<file path="config.mk">
export PLATFORM = sky130hd
export DESIGN_NAME = ocp_top
export DESIGN_NICKNAME = d
export VERILOG_FILES = /design/src/verilog/ocp_pkg.sv /design/src/verilog/ocp_top.sv /design/src/verilog/ocp_debounce.sv /design/src/verilog/ocp_cycle_count.sv
export SDC_FILE = /design/constraint.sdc
export NUM_CORES = 1
export LEC_CHECK = 0
export ABC_CLOCK_PERIOD_IN_PS = 8800
export BUFFER_PORTS_ARGS = -buffer_cell sky130_fd_sc_hd__buf_2
export CAP_MARGIN = 40
export CORE_MARGIN = 8
export CORE_UTILIZATION = 55
export DETAILED_ROUTE_END_ITERATION = 16
export PLACE_DENSITY = 0.95
export SLEW_MARGIN = 25
export SYNTH_ARGS = -nofsm -noshare
export SYNTH_HDL_FRONTEND = slang
export SYNTH_HIERARCHICAL = 1
export SYNTH_SLANG_ARGS = --single-unit
</file>
<file path="constraint.sdc">
create_clock -name aclk -period 8.8 [get_ports aclk]
set_input_delay 0.44 -clock aclk [delete_from_list [all_inputs] [get_ports aclk]]
set_output_delay 0.44 -clock aclk [all_outputs]
set_load 0.01 [all_outputs]
</file>
<file path="src/verilog/ocp_pkg.sv">
// Shared constants of the overcurrent protection setup block.
// Assumes a 40 MHz controller clock and a 32-bit AXI4-Lite register bus.
package ocp_pkg;

  // ----------------------------------------------------------------
  // Register indices and byte addresses
  // ----------------------------------------------------------------
  // Register indices (byte address is four times the index)
  localparam logic [7:0] IDX_LIMIT = 8'h26;
  localparam logic [7:0] IDX_SETUP = 8'h27;
  localparam logic [7:0] IDX_STATUS = 8'h30;
  localparam int ADDR_W = 12;
  localparam logic [ADDR_W-1:0] ADDR_LIMIT = {2'h0, IDX_LIMIT, 2'h0};
  localparam logic [ADDR_W-1:0] ADDR_SETUP = {2'h0, IDX_SETUP, 2'h0};
  localparam logic [ADDR_W-1:0] ADDR_STATUS = {2'h0, IDX_STATUS, 2'h0};

  // ----------------------------------------------------------------
  // Reset values and field positions
  // ----------------------------------------------------------------
  localparam logic [7:0] LIMIT_RST = 8'hFE;
  localparam logic [7:0] SETUP_RST = 8'h00;
  localparam int SET_DEB_HI = 7;
  localparam int SET_DEB_LO = 6;
  localparam int SET_VSB_ON = 5;
  localparam int SET_BYPASS = 4;
  localparam int SET_CC_ON = 3;
  localparam int SET_BLANK = 2;
  localparam int SET_TMO_HI = 1;
  localparam int SET_TMO_LO = 0;
  localparam int ST_ACC_FLAG = 0;
  localparam int ST_FAST_FLAG = 1;
  localparam int ST_CC_ACT = 2;
  localparam int ST_CUT_ACT = 3;
  localparam int ST_READ_LO = 8;

  // ----------------------------------------------------------------
  // Timing
  // ----------------------------------------------------------------
  localparam int CLK_PERIOD_NS = 25;
  localparam int DEB1_NS = 40;
  localparam int DEB2_NS = 80;
  localparam int DEB3_NS = 120;
  // Least times round up to whole cycles
  localparam int DEB1_CYC = (DEB1_NS + CLK_PERIOD_NS - 1) / CLK_PERIOD_NS;
  localparam int DEB2_CYC = (DEB2_NS + CLK_PERIOD_NS - 1) / CLK_PERIOD_NS;
  localparam int DEB3_CYC = (DEB3_NS + CLK_PERIOD_NS - 1) / CLK_PERIOD_NS;
  // Leading-edge blanking window, rounded down, at least one cycle
  localparam int BLANK_NS = 100;
  localparam int BLANK_CYC = (BLANK_NS / CLK_PERIOD_NS < 1) ? 1 : BLANK_NS / CLK_PERIOD_NS;
  // Consecutive switching cycles per timeout code
  localparam int TMO_CNT0 = 1;
  localparam int TMO_CNT1 = 2;
  localparam int TMO_CNT2 = 4;
  localparam int TMO_CNT3 = 8;
  // Constant-current level sits one tenth below the limit
  localparam int CC_MARGIN_DIV = 10;

  // ----------------------------------------------------------------
  // Bus responses
  // ----------------------------------------------------------------
  localparam logic [1:0] RESP_OKAY = 2'h0;
  localparam logic [1:0] RESP_SLVERR = 2'h2;

endpackage

</file>
<file path="src/verilog/ocp_top.sv">
// Overcurrent protection setup: limit and setup registers, accurate
// secondary limit, fast primary trip with cycle-by-cycle PWM cut.
// Assumes a PWM generator, comparator and ADC on or near aclk.
// Contract
// Set accurate flag when reading exceeds limit
// Software keeps limit at 254 or below
// Fast trip needs debounce time above limit
// Trip cuts all PWM outputs this cycle
// PWM outputs resume at next cycle start
// Balance adds modulation to second, fourth drives
// Bypass takes fast input from flag pin
// Constant current ten percent below limit
// Blanking hides leading spike from balance
// Fast flag after consecutive tripped cycles
// Timeout codes give 1, 2, 4, 8
//
// Implementation choice: the AXI4-Lite interface to the registers.
`timescale 1ns/100ps
module ocp_top #(
  parameter int PWM_N = 6
) (
  // Clock and reset
  input wire logic aclk,
  input wire logic aresetn,
  // AXI4-Lite write address
  input wire logic s_axi_awvalid,
  output logic s_axi_awready,
  input wire logic [ocp_pkg::ADDR_W-1:0] s_axi_awaddr,
  input wire logic [2:0] s_axi_awprot,
  // AXI4-Lite write data
  input wire logic s_axi_wvalid,
  output logic s_axi_wready,
  input wire logic [31:0] s_axi_wdata,
  input wire logic [3:0] s_axi_wstrb,
  // AXI4-Lite write response
  output logic s_axi_bvalid,
  input wire logic s_axi_bready,
  output logic [1:0] s_axi_bresp,
  // AXI4-Lite read address
  input wire logic s_axi_arvalid,
  output logic s_axi_arready,
  input wire logic [ocp_pkg::ADDR_W-1:0] s_axi_araddr,
  input wire logic [2:0] s_axi_arprot,
  // AXI4-Lite read data
  output logic s_axi_rvalid,
  input wire logic s_axi_rready,
  output logic [31:0] s_axi_rdata,
  output logic [1:0] s_axi_rresp,
  // Pins from outside the clock domain
  input wire logic primary_current_sense_over,
  input wire logic external_flag_input,
  // Same-clock inputs
  input wire logic [7:0] secondary_current_sense,
  input wire logic cycle_start,
  input wire logic [PWM_N-1:0] pwm_in,
  input wire logic bridge_drive_second_mod,
  input wire logic bridge_drive_fourth_mod,
  // Outputs
  output logic [PWM_N-1:0] pwm_out,
  output logic pwm_cut,
  output logic accurate_flag,
  output logic fast_flag,
  output logic cc_mode_active,
  output logic volt_second_balance_on,
  output logic vs_sample_blank
);
  import ocp_pkg::*;

  // ----------------------------------------------------------------
  // Elaboration check
  // ----------------------------------------------------------------
  if (PWM_N < 4 || PWM_N > 24) begin : g_bad_pwm_n
    $error("PWM_N must lie between 4 and 24");
  end

  // ----------------------------------------------------------------
  // State
  // ----------------------------------------------------------------
  typedef struct packed {
    logic [1:0] sense_sync;      // Sense pin synchroniser
    logic [1:0] flag_sync;       // Flag pin synchroniser
    logic [7:0] limit;           // Accurate limit register
    logic [7:0] setup;           // Fast setup register
    logic acc_flag;              // Sticky accurate flag
    logic fast_flag;             // Sticky fast flag
    logic cc_act;                // Constant-current active
    logic cut;                   // PWM cut for rest of cycle
    logic [PWM_N-1:0] pwm;       // Gated PWM outputs
    logic [3:0] blank_cnt;       // Blanking window counter
    logic blank;                 // Blanking active
    logic aw_have;               // Write address held
    logic [ADDR_W-1:0] aw_addr;  // Held write address
    logic w_have;                // Write data held
    logic [31:0] w_data;         // Held write data
    logic w_lane0;               // Low byte lane enabled
    logic awready;
    logic wready;
    logic bvalid;
    logic [1:0] bresp;
    logic arready;
    logic rvalid;
    logic [31:0] rdata;
    logic [1:0] rresp;
  } ocp_top_s;

  ocp_top_s st_reg;
  ocp_top_s st_next;
  logic fast_level;    // Selected fast source
  logic fast_trip;     // Debounced trip
  logic fast_reached;  // Consecutive count reached
  logic [7:0] cc_level;
  logic acc_over;
  logic [PWM_N-1:0] pwm_mod;
  logic [31:0] status_word;

  // ----------------------------------------------------------------
  // Address decode helper
  // ----------------------------------------------------------------
  // Word-aligned match against one register
  function automatic logic addr_hit(input logic [ADDR_W-1:0] a, input logic [ADDR_W-1:0] r);
    addr_hit = (a[ADDR_W-1:2] == r[ADDR_W-1:2]);
  endfunction

  // ----------------------------------------------------------------
  // Fast path submodules
  // ----------------------------------------------------------------
  // Source select bypass
  assign fast_level = st_reg.setup[SET_BYPASS] ? st_reg.flag_sync[1] : st_reg.sense_sync[1];

  // Debounce before trip
  ocp_debounce u_debounce (
    .aclk(aclk),
    .aresetn(aresetn),
    .level(fast_level),
    .code(st_reg.setup[SET_DEB_HI:SET_DEB_LO]),
    .trip(fast_trip)
  );

  // Timeout code counts
  ocp_cycle_count u_cycle_count (
    .aclk(aclk),
    .aresetn(aresetn),
    .cycle_start(cycle_start),
    .trip(fast_trip),
    .code(st_reg.setup[SET_TMO_HI:SET_TMO_LO]),
    .reached(fast_reached)
  );

  // ----------------------------------------------------------------
  // Secondary limit compare
  // ----------------------------------------------------------------
  // Level one tenth below
  assign cc_level = st_reg.limit - 8'(st_reg.limit / 8'(CC_MARGIN_DIV));
  // Strictly greater compare
  assign acc_over = secondary_current_sense > st_reg.limit;

  // Status word as read by software
  always_comb begin
    status_word = 32'h0;
    status_word[ST_ACC_FLAG] = st_reg.acc_flag;
    status_word[ST_FAST_FLAG] = st_reg.fast_flag;
    status_word[ST_CC_ACT] = st_reg.cc_act;
    status_word[ST_CUT_ACT] = st_reg.cut;
    status_word[ST_READ_LO +: 8] = secondary_current_sense;
  end

  // Extra modulation on bridge drives
  always_comb begin
    pwm_mod = pwm_in;
    if (st_reg.setup[SET_VSB_ON]) begin
      pwm_mod[1] = pwm_in[1] | bridge_drive_second_mod;
      pwm_mod[3] = pwm_in[3] | bridge_drive_fourth_mod;
    end
  end

  // ----------------------------------------------------------------
  // Next-state logic
  // ----------------------------------------------------------------
  always_comb begin
    st_next = st_reg;

    // Two-stage synchronisers for the pins
    st_next.sense_sync = {st_reg.sense_sync[0], primary_current_sense_over};
    st_next.flag_sync = {st_reg.flag_sync[0], external_flag_input};

    // Cut on trip for the cycle
    // Resume at next cycle start
    if (fast_trip) begin
      st_next.cut = 1'b1;
    end else if (cycle_start) begin
      st_next.cut = 1'b0;
    end
    // Trip blocks outputs in the same edge it is seen
    for (int i = 0; i < PWM_N; i++) begin
      st_next.pwm[i] = pwm_mod[i] && !st_next.cut;
    end

    // Constant-current mode gate
    st_next.cc_act = st_reg.setup[SET_CC_ON] && (secondary_current_sense >= cc_level);

    // Leading-edge blanking window
    if (cycle_start) begin
      st_next.blank_cnt = 4'(BLANK_CYC);
    end else if (st_reg.blank_cnt != 4'h0) begin
      st_next.blank_cnt = st_reg.blank_cnt - 4'h1;
    end
    st_next.blank = st_reg.setup[SET_BLANK] && (st_next.blank_cnt != 4'h0);

    // Write address and data channels, in either order
    if (s_axi_awvalid && st_reg.awready) begin
      st_next.aw_have = 1'b1;
      st_next.aw_addr = s_axi_awaddr;
    end
    if (s_axi_wvalid && st_reg.wready) begin
      st_next.w_have = 1'b1;
      st_next.w_data = s_axi_wdata;
      st_next.w_lane0 = s_axi_wstrb[0];
    end
    // Write response drained
    if (st_reg.bvalid && s_axi_bready) begin
      st_next.bvalid = 1'b0;
    end

    // Sticky flags: set below wins over a clear here
    if (st_reg.aw_have && st_reg.w_have && !st_reg.bvalid) begin
      st_next.aw_have = 1'b0;
      st_next.w_have = 1'b0;
      st_next.bvalid = 1'b1;
      st_next.bresp = RESP_OKAY;
      if (addr_hit(st_reg.aw_addr, ADDR_LIMIT)) begin
        // Value stored as written
        if (st_reg.w_lane0) begin
          st_next.limit = st_reg.w_data[7:0];
        end
      end else if (addr_hit(st_reg.aw_addr, ADDR_SETUP)) begin
        if (st_reg.w_lane0) begin
          st_next.setup = st_reg.w_data[7:0];
        end
      end else if (addr_hit(st_reg.aw_addr, ADDR_STATUS)) begin
        // Write one to clear the sticky flags
        if (st_reg.w_lane0 && st_reg.w_data[ST_ACC_FLAG]) begin
          st_next.acc_flag = 1'b0;
        end
        if (st_reg.w_lane0 && st_reg.w_data[ST_FAST_FLAG]) begin
          st_next.fast_flag = 1'b0;
        end
      end else begin
        // Unmapped address
        st_next.bresp = RESP_SLVERR;
      end
    end

    // Accurate flag set
    if (acc_over) begin
      st_next.acc_flag = 1'b1;
    end
    // Fast flag after count
    if (fast_reached) begin
      st_next.fast_flag = 1'b1;
    end

    // Read channel: take address, answer next cycle
    if (st_reg.rvalid && s_axi_rready) begin
      st_next.rvalid = 1'b0;
    end
    if (s_axi_arvalid && st_reg.arready) begin
      st_next.rvalid = 1'b1;
      st_next.rresp = RESP_OKAY;
      if (addr_hit(s_axi_araddr, ADDR_LIMIT)) begin
        st_next.rdata = {24'h0, st_reg.limit};
      end else if (addr_hit(s_axi_araddr, ADDR_SETUP)) begin
        st_next.rdata = {24'h0, st_reg.setup};
      end else if (addr_hit(s_axi_araddr, ADDR_STATUS)) begin
        st_next.rdata = status_word;
      end else begin
        st_next.rdata = 32'h0;
        st_next.rresp = RESP_SLVERR;
      end
    end

    // Ready outputs registered from the next holding state
    st_next.awready = !st_next.aw_have && !st_next.bvalid;
    st_next.wready = !st_next.w_have && !st_next.bvalid;
    st_next.arready = !st_next.rvalid;
  end

  // ----------------------------------------------------------------
  // State register
  // ----------------------------------------------------------------
  always_ff @(posedge aclk) begin
    if (!aresetn) begin
      st_reg <= '0;
      st_reg.limit <= LIMIT_RST;
      st_reg.setup <= SETUP_RST;
    end else begin
      st_reg <= st_next;
    end
  end

  // ----------------------------------------------------------------
  // Outputs, all straight from flip-flops
  // ----------------------------------------------------------------
  assign s_axi_awready = st_reg.awready;
  assign s_axi_wready = st_reg.wready;
  assign s_axi_bvalid = st_reg.bvalid;
  assign s_axi_bresp = st_reg.bresp;
  assign s_axi_arready = st_reg.arready;
  assign s_axi_rvalid = st_reg.rvalid;
  assign s_axi_rdata = st_reg.rdata;
  assign s_axi_rresp = st_reg.rresp;
  assign pwm_out = st_reg.pwm;
  assign pwm_cut = st_reg.cut;
  assign accurate_flag = st_reg.acc_flag;
  assign fast_flag = st_reg.fast_flag;
  assign cc_mode_active = st_reg.cc_act;
  assign volt_second_balance_on = st_reg.setup[SET_VSB_ON];
  assign vs_sample_blank = st_reg.blank;
endmodule

</file>
<file path="src/verilog/ocp_debounce.sv">
// Debounce of the fast overcurrent level.
// Assumes the level input is already synchronised to aclk.
`timescale 1ns/100ps
module ocp_debounce (
  // Clock and reset
  input wire logic aclk,
  input wire logic aresetn,
  // Level and time select
  input wire logic level,
  input wire logic [1:0] code,
  // Trip output, combinational from state and level
  output logic trip
);
  import ocp_pkg::*;

  typedef struct packed {
    logic [2:0] run;
  } ocp_deb_s;

  ocp_deb_s st_reg;
  ocp_deb_s st_next;
  logic [2:0] need;

  // Cycles the level must already have stood high
  always_comb begin
    case (code)
      2'h0: need = 3'h0;
      2'h1: need = 3'(DEB1_CYC);
      2'h2: need = 3'(DEB2_CYC);
      default: need = 3'(DEB3_CYC);
    endcase
  end

  // Count consecutive high samples, saturating
  always_comb begin
    st_next = st_reg;
    if (!level) begin
      st_next.run = 3'h0;
    end else if (st_reg.run != 3'h7) begin
      st_next.run = st_reg.run + 3'h1;
    end
    trip = level && (st_reg.run >= need);
  end

  // State register
  always_ff @(posedge aclk) begin
    if (!aresetn) begin
      st_reg <= '0;
    end else begin
      st_reg <= st_next;
    end
  end
endmodule

</file>
<file path="src/verilog/ocp_cycle_count.sv">
// Counts consecutive switching cycles with a fast trip.
// Assumes cycle_start is a one-cycle pulse at each switching cycle start.
`timescale 1ns/100ps
module ocp_cycle_count (
  // Clock and reset
  input wire logic aclk,
  input wire logic aresetn,
  // Events
  input wire logic cycle_start,
  input wire logic trip,
  input wire logic [1:0] code,
  // One-cycle pulse when the count is reached
  output logic reached
);
  import ocp_pkg::*;

  typedef struct packed {
    logic hit;
    logic [3:0] run;
    logic reached;
  } ocp_cnt_s;

  ocp_cnt_s st_reg;
  ocp_cnt_s st_next;
  logic [3:0] need;
  logic [3:0] run_inc;

  // Count per timeout code
  always_comb begin
    case (code)
      2'h0: need = 4'(TMO_CNT0);
      2'h1: need = 4'(TMO_CNT1);
      2'h2: need = 4'(TMO_CNT2);
      default: need = 4'(TMO_CNT3);
    endcase
  end

  // Close each cycle: extend or break the run
  always_comb begin
    st_next = st_reg;
    st_next.reached = 1'b0;
    run_inc = (st_reg.run == 4'hF) ? st_reg.run : st_reg.run + 4'h1;
    if (cycle_start) begin
      st_next.hit = 1'b0;
      if (st_reg.hit || trip) begin
        st_next.run = run_inc;
        st_next.reached = (run_inc == need);
      end else begin
        st_next.run = 4'h0;
      end
    end else if (trip) begin
      st_next.hit = 1'b1;
    end
    reached = st_reg.reached;
  end

  // State register
  always_ff @(posedge aclk) begin
    if (!aresetn) begin
      st_reg <= '0;
    end else begin
      st_reg <= st_next;
    end
  end
endmodule

</file>
==> reports/qor.csv <==
stage;metric;value;unit
critical_path;critical_path_class;reg2reg;
grt;overflow;0;
final_layout;drive_above_1_share;18.6;%
drt;drt_iter0_drc;354;
clock_network;ctsResizeCount;0;
logic_synthesis;syn_avg_cell_area;8.38;µm²
clock_network;path_clk_slew;0.10;ns
sta;finalHoldViolCount;0;
place;io_buffers;89;
critical_path;crit_chain;nand2b_1 > o21ai_0 > o21ai_0 > nor3b_1 > nor4_1 > ha_1 > fa_1 > nor2b_1 > o21ai_0 > nand2b_1 > a211oi_1 > xnor2_1 > ha_1 > o21a_1 > o211ai_1 > a211oi_1;
critical_path;path_common_cell;o21ai_0;
critical_path;critical_path_required;9.05;ns
clock_network;cts_root_buf;clkbuf_8;
clock_network;clockBufferDepth;2;
sta;fin_crit_sh;46.9;%
critical_path;timing.rr.start;st_reg[117]$_SDFFE_PN1P_;
worst_hold_path;hold_class;in2reg;
place;hpwl;8810;µm
critical_path;worst_setup_path_start_kind;flip-flop;
floorplanning;coreArea;0.00876;mm²
final_layout;final_nets;765;
critical_path;critical-path-top-delay-family;compound AO/OA/AOI/OAI gates;
drt;wire_per_inst;15.4;µm
place;pre_cts_ws;4.83;ns
drt;ant_nets;0;
clock_network;cts_hold_buf;0;
logic_synthesis;ys_seq_area_share;35.4;%
sta;setup_viol;0;
power_and_ir_drop;power_density;146;mW/mm²
grt;track_usage;18.5;%
floorplanning;rows;34;
power_and_ir_drop;ir_worst_vdd;94.7;µV
run;max_cap_viol_count;0;
clock_network;post_cts_buffers;0;
critical_path;reg2reg_slack;4.67;ns
floorplanning;initial_utilization;56.7;%
logic_synthesis;synth-edff-count;0;
critical_path;timing.rr.end;cc_mode_active$_SDFF_PN0_;
worst_hold_path;hold_end;st_next[122]$_SDFF_PN0_;
drt;vias;4334;
logic_synthesis;synthArstFlopShare;0;%
floorplanning;io_pins;145;
critical_path;crit_buf_inv;0;
logic_synthesis;syn_inst;593;
clock_network;tritoncts;done;
place;placed_area;0.00517;mm²
final_layout;fin_area;0.00538;mm²
sta;hold_slack;0.278;ns
final_layout;largest_reg_flops;42;
grt;grt_first_pass_wirelength;19600;µm
grt;antenna_found_initial;0;
clock_network;h-tree-depth;3;
final_layout;fill_cells;722;
floorplanning;die_w;111;µm
floorplanning;die_h;111;µm
critical_path;cpMaxStageDelayCell;dfxtp_1;
final_layout;final_cell_mix;89 x buf_2, 88 x dfxtp_1, 81 x nand2_1, 38 x nor2_1, 32 x a21oi_1;
critical_path;crit_fanout;18;
place;routabilityCongestion;0.911;
logic_synthesis;syn_area;0.00497;mm²
drt;routed_wirelength;11700;µm
logic_synthesis;ys_ff_latch;88;
outcome;status;complete, no violations;
critical_path;critPathMaxStageDelay;0.75;ns
sta;fmax;242;MHz
sta;finalCriticalPeriod;4.13;ns
worst_hold_path;hp-start;primary_current_sense_over;
logic_synthesis;ys.flop_type;dfxtp_1;
grt;grt_max_degree;81;
logic_synthesis;ys_types;67;
sta;relSlewSlack;54.4;%
logic_synthesis;yosysWarnings;6;
critical_path;crit_arrival;4.39;ns
sta;drv_slew;0;
sta;fin_ws;4.67;ns
final_layout;area_growth;8.18;%
power_and_ir_drop;p_leak;2.35;nW
final_layout;layout_commonest_cell;buf_2;
clock_network;clk_latency;0.36;ns
critical_path;ff2ff_path_depth;16;
sta;rsz0062_at_grt;false;
sta;fin_setup_tns;0;ns
drt;drc;0;
sta;worstMarginPinSlew;0.684;ns
clock_network;cts_made_buffers;9;
floorplanning;fp.dieArea;0.0123;mm²
grt;grt_pass1_vias;4312;
worst_hold_path;whs_path_depth;2;
drt;first_pass_iters;5;
final_layout;num_antenna_cells;0;
sta;finClkSkew;0.0164;ns
critical_path;end_kind;flip-flop;
drt;viasPerCell;5.73;
clock_network;cts_sinks;88;
[logic make-up after synthesis]
kind of cell    synth area share [%]
simple gates                    23.7
compound gates                  17.5
buf+inv                         10.9
flops                           35.4
fa+ha+maj                       7.45
mux                             3.85
xor+xnor                        1.06
other cells                   0.0755
[per-layer routing]
layer	GRT usage, %	vias to the layer above	part of all wire [%]	routed length, µm
met5	0	-	0	0
met4	9.07	0	2.8	322
met3	5.90	37	8.6	1010
met2	30.0	218	45	5280
met1	21.5	1988	43	5080
li1	-	2091	-	-
[stage by stage]
stage	util (%)	total power [W]	std cells
after floorplan	-	0.000482	610
after global placement	59.0	0.000498	741
after detailed placement	59.0	0.000503	741
after CTS	61.4	0.000794	757
after global routing	61.4	0.000824	757
final	61.4	0.000788	757
[final cells by class]
cell class                      instances  area (µm²)  share of cell area [%]
Inverter                               23        86.3                    1.61
Clock buffer                            9         124                    2.30
Timing Repair Buffer                   90         453                    8.42
Multi-Input combinational cell        432        2730                    50.8
Tap cell                              108         135                    2.51
Clock inverter                          7        85.1                    1.58
Sequential cell                        88        1760                    32.8
[worst max path at each step]
stage	cells past startpoint	slack (ns)	end	start
final	16	4.67	cc_mode_active$_SDFF_PN0_	st_reg[117]$_SDFFE_PN1P_
after global routing	16	4.33	cc_mode_active$_SDFF_PN0_	st_reg[117]$_SDFFE_PN1P_
after CTS	16	4.77	cc_mode_active$_SDFF_PN0_	st_reg[117]$_SDFFE_PN1P_
after detailed placement	16	4.83	cc_mode_active$_SDFF_PN0_	st_reg[117]$_SDFFE_PN1P_
after global placement	16	5.11	cc_mode_active$_SDFF_PN0_	st_reg[117]$_SDFFE_PN1P_
after floorplan	17	5.40	cc_mode_active$_SDFF_PN0_	st_reg[115]$_SDFFE_PN1P_
[worst reg2reg max path, stage by stage, from the launching register on]
cell      delay (ns)
dfxtp_1         0.75
nand2b_1        0.28
o21ai_0         0.31
o21ai_0         0.14
nor3b_1         0.16
nor4_1          0.27
ha_1            0.25
fa_1            0.22
nor2b_1         0.06
o21ai_0         0.25
nand2b_1        0.15
a211oi_1        0.31
xnor2_1         0.11
ha_1            0.30
o21a_1          0.10
o211ai_1        0.07
a211oi_1        0.30
[Yosys cell counts (4+ instances only)]
cell type / count / area share (%)
nor2_1: 38 / 2.9
buf_4: 43 / 6.5
and3_1: 6 / 0.76
o211ai_1: 10 / 1.5
o21ai_0: 28 / 2.8
nand2_1: 81 / 6.1
a31oi_1: 4 / 0.50
clkbuf_1: 18 / 1.4
inv_1: 22 / 1.7
nor4_1: 4 / 0.50
dfxtp_1: 88 / 35
a21boi_0: 23 / 3.5
a21oi_1: 32 / 3.2
nor2b_1: 24 / 3.0
nor3_1: 8 / 0.81
xnor2_1: 4 / 0.70
and2_1: 16 / 2.0
nand3_1: 6 / 0.60
a211oi_1: 6 / 0.91
a22oi_1: 8 / 1.2
ha_1: 28 / 7.0
nand2b_1: 15 / 1.9
mux2i_1: 18 / 3.6
nand3b_1: 6 / 0.91
[report_power, final]
part | total (W) | internal (W) | switching [W]
sequential | 0.000418 | 0.000410 | 0.00000845
clock | 0.000293 | 0.000137 | 0.000156
combinational | 0.0000759 | 0.0000324 | 0.0000436
total | 0.000788 | 0.000579 | 0.000208
(Power assumes the default switching activity.)
